<file path="src/fpc_params.svh">
`ifndef FPC_PARAMS_SVH
`define FPC_PARAMS_SVH
// Register indices; each register is one APB word, byte address is four times the index
`define FPC_ADDR_LIM_HI   10'h055
`define FPC_ADDR_CH1_CFG  10'h05C
`define FPC_ADDR_CH2_CFG  10'h05D
`define FPC_ADDR_CH3_CFG  10'h05E
// Indices of our own
`define FPC_ADDR_LIM_LO   10'h054
`define FPC_ADDR_CFG1     10'h040
`define FPC_ADDR_CFG2     10'h073
`define FPC_ADDR_DUTY1    10'h030
`define FPC_ADDR_DUTY2    10'h031
`define FPC_ADDR_DUTY3    10'h032
`define FPC_ADDR_CNT1     10'h028
`define FPC_ADDR_STAT2    10'h042
`define FPC_ADDR_MASK2    10'h075
// Reset values
`define FPC_RST_LIM       8'hFF
`define FPC_RST_CH_CFG    8'h62
// Field positions
`define FPC_CFG1_LOCK     0
`define FPC_CFG2_SOLE     6
`define FPC_CH_INV        4
`define FPC_CH_RES        3
// Startup timeouts in ms
`define FPC_T1_MS  100
`define FPC_T2_MS  250
`define FPC_T3_MS  400
`define FPC_T4_MS  667
`define FPC_T5_MS  1000
`define FPC_T6_MS  2000
`define FPC_T7_MS  4000
`define FPC_CLK_KHZ 50000
`define FPC_FULL_DUTY 8'hFF
`define FPC_CNT_ALL1  16'hFFFF
`endif

</file>
<file path="src/fpc_pkg.sv">
package fpc_pkg;
	typedef enum logic [2:0] {
		FPC_BH_REM1  = 3'b000,
		FPC_BH_LOCAL = 3'b001,
		FPC_BH_REM2  = 3'b010,
		FPC_BH_FULL  = 3'b011,
		FPC_BH_OFF   = 3'b100,
		FPC_BH_MAXLR = 3'b101,
		FPC_BH_MAXA  = 3'b110,
		FPC_BH_MAN   = 3'b111
	} fpc_fan_behaviour_select_e;

	typedef struct packed {
		fpc_fan_behaviour_select_e  fan_behaviour_select;
		logic       output_polarity_invert;
		logic       res;
		logic [2:0] spin;
	} fpc_ch_cfg_s;

	typedef struct packed {
		logic [7:0] rem1;
		logic [7:0] local_t;
		logic [7:0] rem2;
	} fpc_auto_duty_s;
endpackage

</file>
<file path="src/fpc_fan_pwm_config.sv">
// Contract
// In sole-input mode, limit high bits 4:0 are reserved; else limit bits.
// In sole-input mode, limit high bits 7:5 pick the converter input.
// High-limit alert only when value strictly exceeds high limit.
// Low-limit alert when value is at or below low limit.
// Three-bit spin field picks startup window: none, 100ms up to 4s.
// No speed pulse in window: count reads all ones, fan fault flagged.
// Polarity clear: full duty is high; set: output inverted.
// Software never writes reserved bit three of channel config.
// Codes 000,001,010: auto control from remote1, local, remote2.
// Code 011 full speed (default); code 100 disables output.
// Code 101 max of local and remote2; 110 max of all three.
// Code 111 manual: duty registers become software writable.
// Lock bit set makes channel config registers read-only.
// Fan count above minimum limit by one or more sets fan fault.
// Disabled channel holds zero-duty level, polarity applied.
//
// Added by the designer: the APB register port.
`include "fpc_params.svh"
module fpc_fan_pwm_config #(
	parameter int CLK_KHZ = `FPC_CLK_KHZ
) (
	input  wire logic                    clk,
	input  wire logic                    rst,
	input  wire logic                    psel,
	input  wire logic                    penable,
	input  wire logic                    pwrite,
	input  wire logic [11:0]             paddr,
	input  wire logic [31:0]             pwdata,
	output logic      [31:0]             prdata,
	output logic                         pready,
	output logic                         pslverr,
	input  wire logic [2:0]              fan_speed_pulse,
	input  wire fpc_pkg::fpc_auto_duty_s auto_duty,
	input  wire logic [15:0]             value_meas,
	input  wire logic [15:0]             value_high_lim,
	input  wire logic [15:0]             value_low_lim,
	input  wire logic [15:0]             fan1_speed_count,
	output logic [2:0]                   pwm_out,
	output logic [2:0]                   sole_input_select,
	output logic                         sole_input_mode,
	output logic                         limit_alert,
	output logic                         irq
);
	localparam int TW = 28;
	localparam logic [TW-1:0] CYC_MS = TW'(CLK_KHZ);

	fpc_pkg::fpc_ch_cfg_s cfg_q [3];
	logic [7:0]  duty_q [3];
	logic [7:0]  lim_lo_q, lim_hi_q, cfg1_q, cfg2_q, stat2_q, mask2_q;
	logic [15:0] cnt1_q;
	logic [7:0]  pwm_cnt_q;
	logic [2:0]  sp_s1_q, sp_s2_q, sp_s3_q;
	logic [TW-1:0] spin_tmr_q [3];
	logic [2:0]  spun_q, fault_ev;
	logic        fault_cnt;
	logic        wr, rd, locked;
	logic [7:0]  rdat;
	logic [7:0]  eff_duty [3];
	logic [9:0]  reg_idx;

	// Word index of the access; low two address bits ignored
	assign reg_idx = paddr[11:2];
	assign wr = psel && penable && pwrite;
	assign rd = psel && penable && !pwrite;
	assign pready = 1'b1;
	assign locked = cfg1_q[`FPC_CFG1_LOCK];
	assign sole_input_mode = cfg2_q[`FPC_CFG2_SOLE];

	////////////////////////////////////////////////////////////////////////
	// Pin synchronisers; reset to the pulled-up idle level so no false edge follows reset
	always_ff @(posedge clk or posedge rst) begin
		if (rst) begin
			sp_s1_q <= 3'h7;
			sp_s2_q <= 3'h7;
			sp_s3_q <= 3'h7;
		end else begin
			sp_s1_q <= fan_speed_pulse;
			sp_s2_q <= sp_s1_q;
			sp_s3_q <= sp_s2_q;
		end
	end

	////////////////////////////////////////////////////////////////////////
	// Plain registers; limits and config words never locked
	always_ff @(posedge clk or posedge rst) begin
		if (rst) begin
			lim_lo_q <= `FPC_RST_LIM;
			lim_hi_q <= `FPC_RST_LIM;
			cfg1_q   <= 8'h00;
			cfg2_q   <= 8'h00;
			mask2_q  <= 8'h00;
		end else if (wr) begin
			unique case (reg_idx)
				`FPC_ADDR_LIM_LO: lim_lo_q <= pwdata[7:0];
				`FPC_ADDR_LIM_HI: begin
					lim_hi_q[7:5] <= pwdata[7:5];
					if (!sole_input_mode)
						lim_hi_q[4:0] <= pwdata[4:0];
				end
				// Lock is sticky until reset
				`FPC_ADDR_CFG1: cfg1_q <= pwdata[7:0] | {7'h00, locked};
				`FPC_ADDR_CFG2:  cfg2_q  <= pwdata[7:0];
				`FPC_ADDR_MASK2: mask2_q <= pwdata[7:0];
				default: ;
			endcase
		end
	end

	assign sole_input_select = sole_input_mode ? lim_hi_q[7:5] : 3'h0;

	////////////////////////////////////////////////////////////////////////
	// Channel config and manual duty registers
	for (genvar i = 0; i < 3; i++) begin : g_ch
		always_ff @(posedge clk or posedge rst) begin
			if (rst) begin
				cfg_q[i] <= `FPC_RST_CH_CFG;
			end else if (wr && !locked && reg_idx == `FPC_ADDR_CH1_CFG + 10'(i)) begin
				cfg_q[i] <= pwdata[7:0];
				cfg_q[i].res <= cfg_q[i].res; // reserved bit not stored
			end
		end

		always_ff @(posedge clk or posedge rst) begin
			if (rst) begin
				duty_q[i] <= 8'h00;
			end else if (wr && reg_idx == `FPC_ADDR_DUTY1 + 10'(i)
					&& cfg_q[i].fan_behaviour_select == fpc_pkg::FPC_BH_MAN) begin
				duty_q[i] <= pwdata[7:0];
			end
		end

		// Duty chosen by behaviour code
		always_comb begin
			unique case (cfg_q[i].fan_behaviour_select)
				fpc_pkg::FPC_BH_REM1:  eff_duty[i] = auto_duty.rem1;
				fpc_pkg::FPC_BH_LOCAL: eff_duty[i] = auto_duty.local_t;
				fpc_pkg::FPC_BH_REM2:  eff_duty[i] = auto_duty.rem2;
				fpc_pkg::FPC_BH_FULL:  eff_duty[i] = `FPC_FULL_DUTY;
				fpc_pkg::FPC_BH_OFF:   eff_duty[i] = 8'h00;
				fpc_pkg::FPC_BH_MAXLR: eff_duty[i] = (auto_duty.local_t > auto_duty.rem2)
					? auto_duty.local_t : auto_duty.rem2;
				fpc_pkg::FPC_BH_MAXA: begin
					eff_duty[i] = (auto_duty.local_t > auto_duty.rem2)
						? auto_duty.local_t : auto_duty.rem2;
					if (auto_duty.rem1 > eff_duty[i])
						eff_duty[i] = auto_duty.rem1;
				end
				fpc_pkg::FPC_BH_MAN:   eff_duty[i] = duty_q[i];
			endcase
		end

		// Output registered; full duty holds high, zero holds low, then invert
		always_ff @(posedge clk or posedge rst) begin
			if (rst) begin
				pwm_out[i] <= 1'b0;
			end else begin
				pwm_out[i] <= ((eff_duty[i] == `FPC_FULL_DUTY) || (pwm_cnt_q < eff_duty[i]))
					^ cfg_q[i].output_polarity_invert;
			end
		end

		// Spin-up window: restarts when channel leaves disabled, ends on first pulse
		always_ff @(posedge clk or posedge rst) begin
			if (rst) begin
				spin_tmr_q[i] <= '0;
				spun_q[i] <= 1'b0;
			end else if (cfg_q[i].fan_behaviour_select == fpc_pkg::FPC_BH_OFF
					|| cfg_q[i].spin == 3'h0) begin
				spin_tmr_q[i] <= '0;
				spun_q[i] <= 1'b0;
			end else if (sp_s2_q[i] && !sp_s3_q[i]) begin
				spun_q[i] <= 1'b1;
			end else if (!spun_q[i] && spin_tmr_q[i] != spin_limit(cfg_q[i].spin)) begin
				spin_tmr_q[i] <= spin_tmr_q[i] + TW'(1);
			end
		end
		assign fault_ev[i] = !spun_q[i] && cfg_q[i].spin != 3'h0
			&& cfg_q[i].fan_behaviour_select != fpc_pkg::FPC_BH_OFF
			&& spin_tmr_q[i] == spin_limit(cfg_q[i].spin);
	end

	// Startup window in clock cycles
	function automatic logic [TW-1:0] spin_limit(input logic [2:0] code);
		logic [TW-1:0] ms;
		ms = '0;
		unique case (code)
			3'h0: ms = '0;
			3'h1: ms = TW'(`FPC_T1_MS);
			3'h2: ms = TW'(`FPC_T2_MS);
			3'h3: ms = TW'(`FPC_T3_MS);
			3'h4: ms = TW'(`FPC_T4_MS);
			3'h5: ms = TW'(`FPC_T5_MS);
			3'h6: ms = TW'(`FPC_T6_MS);
			3'h7: ms = TW'(`FPC_T7_MS);
		endcase
		return TW'(ms * CYC_MS);
	endfunction

	////////////////////////////////////////////////////////////////////////
	// Free-running duty counter
	always_ff @(posedge clk or posedge rst) begin
		if (rst)
			pwm_cnt_q <= 8'h00;
		else
			pwm_cnt_q <= (pwm_cnt_q == 8'hFE) ? 8'h00 : pwm_cnt_q + 8'h01;
	end

	////////////////////////////////////////////////////////////////////////
	// Fan 1 count: forced to all ones on spin-up failure
	always_ff @(posedge clk or posedge rst) begin
		if (rst)
			cnt1_q <= 16'h0000;
		else if (fault_ev[0])
			cnt1_q <= `FPC_CNT_ALL1;
		else if (spun_q[0] || cfg_q[0].spin == 3'h0)
			cnt1_q <= fan1_speed_count; // No timeout: count always follows
	end

	// Minimum-speed check; high byte bits 4:0 ignored in sole-input mode
	assign fault_cnt = cnt1_q > {lim_hi_q[7:5],
		sole_input_mode ? 5'h00 : lim_hi_q[4:0], lim_lo_q};

	// Generic limit compare
	always_ff @(posedge clk or posedge rst) begin
		if (rst)
			limit_alert <= 1'b0;
		else
			limit_alert <= (value_meas > value_high_lim)
				|| (value_meas <= value_low_lim);
	end

	////////////////////////////////////////////////////////////////////////
	// Sticky fan faults: bits 2:0 channels, set wins over read-clear
	always_ff @(posedge clk or posedge rst) begin
		if (rst)
			stat2_q <= 8'h00;
		else
			stat2_q <= ((rd && reg_idx == `FPC_ADDR_STAT2) ? 8'h00 : stat2_q)
				| {5'h00, fault_ev[2:1], fault_ev[0] | fault_cnt};
	end

	always_ff @(posedge clk or posedge rst) begin
		if (rst)
			irq <= 1'b0;
		else
			irq <= |(stat2_q & mask2_q);
	end

	////////////////////////////////////////////////////////////////////////
	// Read mux
	always_comb begin
		rdat = 8'h00;
		pslverr = 1'b0;
		unique case (reg_idx)
			`FPC_ADDR_LIM_LO:  rdat = lim_lo_q;
			`FPC_ADDR_LIM_HI:  rdat = {lim_hi_q[7:5], sole_input_mode ? 5'h00 : lim_hi_q[4:0]};
			`FPC_ADDR_CH1_CFG: rdat = cfg_q[0];
			`FPC_ADDR_CH2_CFG: rdat = cfg_q[1];
			`FPC_ADDR_CH3_CFG: rdat = cfg_q[2];
			`FPC_ADDR_DUTY1:   rdat = eff_duty[0];
			`FPC_ADDR_DUTY2:   rdat = eff_duty[1];
			`FPC_ADDR_DUTY3:   rdat = eff_duty[2];
			`FPC_ADDR_CFG1:    rdat = cfg1_q;
			`FPC_ADDR_CFG2:    rdat = cfg2_q;
			`FPC_ADDR_STAT2:   rdat = stat2_q;
			`FPC_ADDR_MASK2:   rdat = mask2_q;
			`FPC_ADDR_CNT1:    rdat = cnt1_q[7:0];
			`FPC_ADDR_CNT1 + 10'h001: rdat = cnt1_q[15:8];
			default:           pslverr = psel && penable;
		endcase
	end

	// Read data held in a flop for the access phase
	always_ff @(posedge clk or posedge rst) begin
		if (rst)
			prdata <= 32'h0000_0000;
		else if (psel && !penable)
			prdata <= {24'h000000, rdat};
	end
endmodule

</file>
<file path="config.mk">
export PLATFORM = sky130hd
export DESIGN_NAME = fpc_fan_pwm_config
export DESIGN_NICKNAME = d
export VERILOG_FILES = /design/src/fpc_pkg.sv /design/src/fpc_fan_pwm_config.sv
export VERILOG_INCLUDE_DIRS = /design/src /design/src/src
export SDC_FILE = /design/constraint.sdc
export NUM_CORES = 1
export LEC_CHECK = 0
export ABC_AREA = 0
export BUFFER_PORTS_ARGS = -buffer_cell sky130_fd_sc_hd__buf_2
export CAP_MARGIN = 10
export CORE_MARGIN = 2
export CORE_UTILIZATION = 45
export CTS_CLUSTER_SIZE = 20
export DETAILED_ROUTE_END_ITERATION = 16
export PLACE_DENSITY = 0.71
export SLEW_MARGIN = 20
export SYNTH_ARGS = -nofsm -noshare
export SYNTH_HDL_FRONTEND = slang
export SYNTH_SLANG_ARGS = --single-unit
export TNS_END_PERCENT = 5
</file>
<file path="constraint.sdc">
create_clock -name clk -period 9.95 [get_ports clk]
set_input_delay 0 -clock clk [delete_from_list [all_inputs] [get_ports clk]]
set_output_delay 0 -clock clk [all_outputs]
set_load 0.02 [all_outputs]
</file>
==> impl_results.rst <==
.. list-table::
   :header-rows: 1

   * - Metric
     - Value
   * - Number of instances in the synthesized netlist
     - 2530
   * - Aggregate global-route resource usage
     - 0.2481
   * - RSZ-0062 raised after global routing
     - no
   * - Number of warnings printed during yosys synthesis
     - 0
   * - Aggregate negative setup slack
     - 0 ps
   * - Maximum level of the CTS H-tree
     - 1
   * - Filler-free cell count of the finished design
     - approximately 3300
   * - Timing-limited maximum frequency
     - 0.1430 GHz
   * - Layout cell share with drive strength beyond 1
     - 0.1259
   * - Largest cells by area after synthesis
     - sky130_fd_sc_hd__dfrtp_1 21%, sky130_fd_sc_hd__ha_1 18%, sky130_fd_sc_hd__fa_1 4.3%
   * - Worst setup timing slack at the placement stage
     - 3055 ps
   * - Mean routed wirelength per cell
     - between 15 and 20 um
   * - Capturing point of the worst reg2reg path
     - spin_tmr_q[0]
   * - Number of top-level pins
     - 183
   * - Crit Path Max Fanout
     - 10
   * - Total power per unit cell area
     - around 99 nW/um^2
   * - Layout overhead on the synthesized area
     - 10.86%
   * - Data required time of the worst path
     - 10420 ps
   * - Routability congestion estimate from global placement
     - ~0.94
   * - Number of fill cells in the layout
     - 4575
   * - Nature of the critical path endpoint
     - register
   * - Width of the chip
     - around 230 um
   * - Critical Path Source Type
     - register
   * - Number of storage elements in the synthesis netlist
     - ~220
   * - Distinct cells, synth
     - 93
   * - Clock-pin slew reported for the worst setup and hold paths after clock tree synthesis
     - ~60 ps
   * - Count of input and output buffers
     - between 100 and 150
   * - TritonCTS clock tree
     - done
   * - Post-detailed-routing wire length
     - between 60 and 70 mm
   * - Number of antenna violations at the first check in global routing
     - 2
   * - FF-to-FF setup slack
     - around 3000 ps
   * - Final cell utilization of the core
     - 0.5045
   * - Clk sinks
     - 221
   * - Slew Limit Headroom
     - 0.2379
   * - Total power after layout
     - roughly 2.4 mW
   * - Clock Latency Late Sink
     - about 560 ps
   * - Setup skew after layout
     - roughly 28 ps
   * - Dominant cell type by area after synthesis
     - sky130_fd_sc_hd__dfrtp_1
   * - Final ANT Viol Nets
     - 0
   * - Critical path launch point
     - cfg_q[0]
   * - Max-slew violation count
     - 0
   * - Final cycle utilization of the critical path
     - 0.7029
   * - Initial cell density of the core
     - 0.4551
   * - Maximum number of pins on one net before global-route repair
     - 103
   * - Number of cells in the design after placement
     - between 3000 and 4000
   * - Post-CTS setup repair buffer count
     - 0
   * - Remaining Overflow, GRT
     - 0
   * - Design area
     - 24650 um^2
   * - Worst hold slack
     - just under 50 ps
   * - Register area
     - 5573 um^2
   * - Detailed placer's ending HPWL
     - 48.94 mm
   * - Area taken by multi-input logic gates
     - 15430 um^2
   * - Actual slew at the worst max-slew pin
     - approximately 1100 ps
   * - Via-per-instance ratio
     - 5.782
   * - Path depth of the worst reg2reg path
     - 21
   * - Vias in the first global route
     - 19330
   * - Final Critical Period
     - roughly 7000 ps
   * - Detailed-route DRC error count
     - 0
   * - Clock root buffer master
     - sky130_fd_sc_hd__clkbuf_16
   * - Num CTS Buffers
     - 26
   * - Detailed Routing Iterations Pass 1
     - 8
   * - Peak supply drop
     - between 100 and 150 uV
   * - Outcome
     - complete, no violations
   * - Synthesized area per cell
     - slightly below 9 um^2
   * - Flip-flop cell with the highest count after synthesis
     - sky130_fd_sc_hd__dfrtp_1
   * - Std-Cell Core Area
     - a little under 50000 um^2
   * - Number of setup violations in the final report
     - 0
   * - Number of hold violations in the final report
     - 0
   * - Core Rows
     - between 80 and 90
   * - Leakage power of the design
     - 12.15 nW
   * - Vertical die dimension
     - around 230 um
   * - Number of buffers between clock root and the deepest sink
     - 3
   * - Hold Path Class
     - in -> reg
   * - Startpoint-to-endpoint class of the critical path
     - reg -> reg
   * - Number of flops mapped to enable cells by yosys
     - 0
   * - Sequential element share of the synthesized area
     - 0.2507
   * - Placed inst area
     - between 20000 and 25000 um^2
   * - First-pass GRT wire length
     - a little over 100 mm
   * - Final Net Count
     - between 3000 and 4000
   * - Crit path capture
     - spin_tmr_q[0]
   * - CP arrival
     - between 7000 and 8000 ps
   * - Top cell type's share of synthesized area
     - 0.2105
   * - Number of max-cap violations
     - 0
   * - Starting DRC count in detailed routing
     - 1324
   * - Final critical-path setup slack
     - 2956 ps
   * - Origin of the critical flop-to-flop path
     - cfg_q[0]
   * - Fraction of registers with async set or reset after synthesis
     - 1.000
   * - Mapped cell area
     - ~22000 um^2
   * - Full die area
     - roughly 51000 um^2
   * - Overall via count from detail_route
     - ~19000
where the power goes:
part / total, mW / internal, mW / switching [mW]
registers: 0.944 / 0.922 / 0.0219
clock network: 1.03 / 0.630 / 0.397
logic: 0.468 / 0.182 / 0.286
cell type report:
class | instances | share of cell area
diodes | 3 | 0.0003046
repair buffers | 169 | 0.04122
multi-input cells | 1996 | 0.6262
well taps | 664 | 0.03371
flip-flops and latches | 221 | 0.2261
clock inverters | 13 | 0.007310
inverters | 227 | 0.03488
clock buffers | 35 | 0.03026
registers in the layout (all words and copies together), names as in the netlist, 16 cells and up:
register,flops
cfg_q,21
cnt1_q,16
duty_q,24
spin_tmr_q,84
cell families (layout without fill, tap and decap cells):
group | Yosys count | count (layout) | synth area share
muxes | 104 | 104 | 0.05116
AOI/OAI and AO/OA | 520 | 520 | 0.1577
and+or+nand+nor | 770 | 770 | 0.1718
other | 2 | 31 | 0.0003378
adders and majority gates | 370 | 370 | 0.2244
buffers and inverters | 339 | 444 | 0.06230
DFF | 221 | 221 | 0.2507
xor gates and xnor gates | 204 | 204 | 0.08161
timing repair:
action	in CTS	in global routing
hold endpoints to repair	196	0
hold buffers	30	0
resized for setup	0	0
placed cells by master, fill, tap and decap left out, types with 31 or more instances in the layout:
master,count
sky130_fd_sc_hd__a21o_1,39
sky130_fd_sc_hd__xnor2_1,109
sky130_fd_sc_hd__buf_2,131
sky130_fd_sc_hd__a21oi_1,142
sky130_fd_sc_hd__dfrtp_1,187
sky130_fd_sc_hd__ha_1,322
sky130_fd_sc_hd__nor2_1,194
sky130_fd_sc_hd__and3_1,31
sky130_fd_sc_hd__nand3_1,75
sky130_fd_sc_hd__o21ai_0,89
sky130_fd_sc_hd__nand4_1,51
sky130_fd_sc_hd__dfstp_2,34
sky130_fd_sc_hd__nor2b_1,41
sky130_fd_sc_hd__xor2_1,93
sky130_fd_sc_hd__mux2_2,77
sky130_fd_sc_hd__nand2b_1,32
sky130_fd_sc_hd__fa_1,48
sky130_fd_sc_hd__nand2_1,195
sky130_fd_sc_hd__inv_1,226
synth_stat cells, types with 21 or more instances:
master and instances:
sky130_fd_sc_hd__a21o_1 39, sky130_fd_sc_hd__a21oi_1 142, sky130_fd_sc_hd__and2_1 29, sky130_fd_sc_hd__and3_1 31, sky130_fd_sc_hd__buf_4 25, sky130_fd_sc_hd__clkbuf_1 73
sky130_fd_sc_hd__dfrtp_1 187, sky130_fd_sc_hd__dfstp_2 34, sky130_fd_sc_hd__fa_1 48, sky130_fd_sc_hd__ha_1 322, sky130_fd_sc_hd__inv_1 227, sky130_fd_sc_hd__mux2_2 77
sky130_fd_sc_hd__mux2i_1 27, sky130_fd_sc_hd__nand2_1 195, sky130_fd_sc_hd__nand2b_1 32, sky130_fd_sc_hd__nand3_1 75, sky130_fd_sc_hd__nand4_1 51, sky130_fd_sc_hd__nor2_1 195
sky130_fd_sc_hd__nor2b_1 41, sky130_fd_sc_hd__nor3_1 27, sky130_fd_sc_hd__o21ai_0 89, sky130_fd_sc_hd__o22ai_1 30, sky130_fd_sc_hd__or3_1 21, sky130_fd_sc_hd__xnor2_1 109
sky130_fd_sc_hd__xor2_1 93
per-layer routing:
metal,part of all wire,global-route usage
met1,0.42,0.3127
met2,0.48,0.4262
met3,0.059,0.03032
met4,0.042,0.1095
met5,0,0
worst min-delay path by stage:
stage | endpoint | slack (ps) | depth (start not counted) | start
floorplan | sp_s1_q[0] | 4 | 0 | fan_speed_pulse[0]
global placement | sp_s1_q[2] | 110 | 1 | fan_speed_pulse[2]
detailed placement | sp_s1_q[0] | 110 | 1 | fan_speed_pulse[0]
CTS | prdata[4] | 20 | 4 | psel
global route | prdata[3] | 80 | 4 | psel
finish | prdata[4] | 50 | 4 | psel
worst max-delay path: stages, from the launching register on:
cell and delay, ps:
sky130_fd_sc_hd__dfrtp_1 560, sky130_fd_sc_hd__inv_1 240, sky130_fd_sc_hd__ha_1 440, sky130_fd_sc_hd__mux2_2 330, sky130_fd_sc_hd__ha_1 300, sky130_fd_sc_hd__ha_1 250, sky130_fd_sc_hd__fa_1 500, sky130_fd_sc_hd__ha_1 280
sky130_fd_sc_hd__inv_1 50, sky130_fd_sc_hd__fa_1 530, sky130_fd_sc_hd__inv_1 40, sky130_fd_sc_hd__ha_1 350, sky130_fd_sc_hd__a2111oi_0 360, sky130_fd_sc_hd__o21ai_0 230, sky130_fd_sc_hd__a31oi_2 350, sky130_fd_sc_hd__o21ai_1 180
sky130_fd_sc_hd__or4_1 470, sky130_fd_sc_hd__and3_1 190, sky130_fd_sc_hd__nor4_1 460, sky130_fd_sc_hd__nand4_1 350, sky130_fd_sc_hd__and2_1 280, sky130_fd_sc_hd__o21ai_0 150
Note: power is estimated with default switching activity, not from simulation.
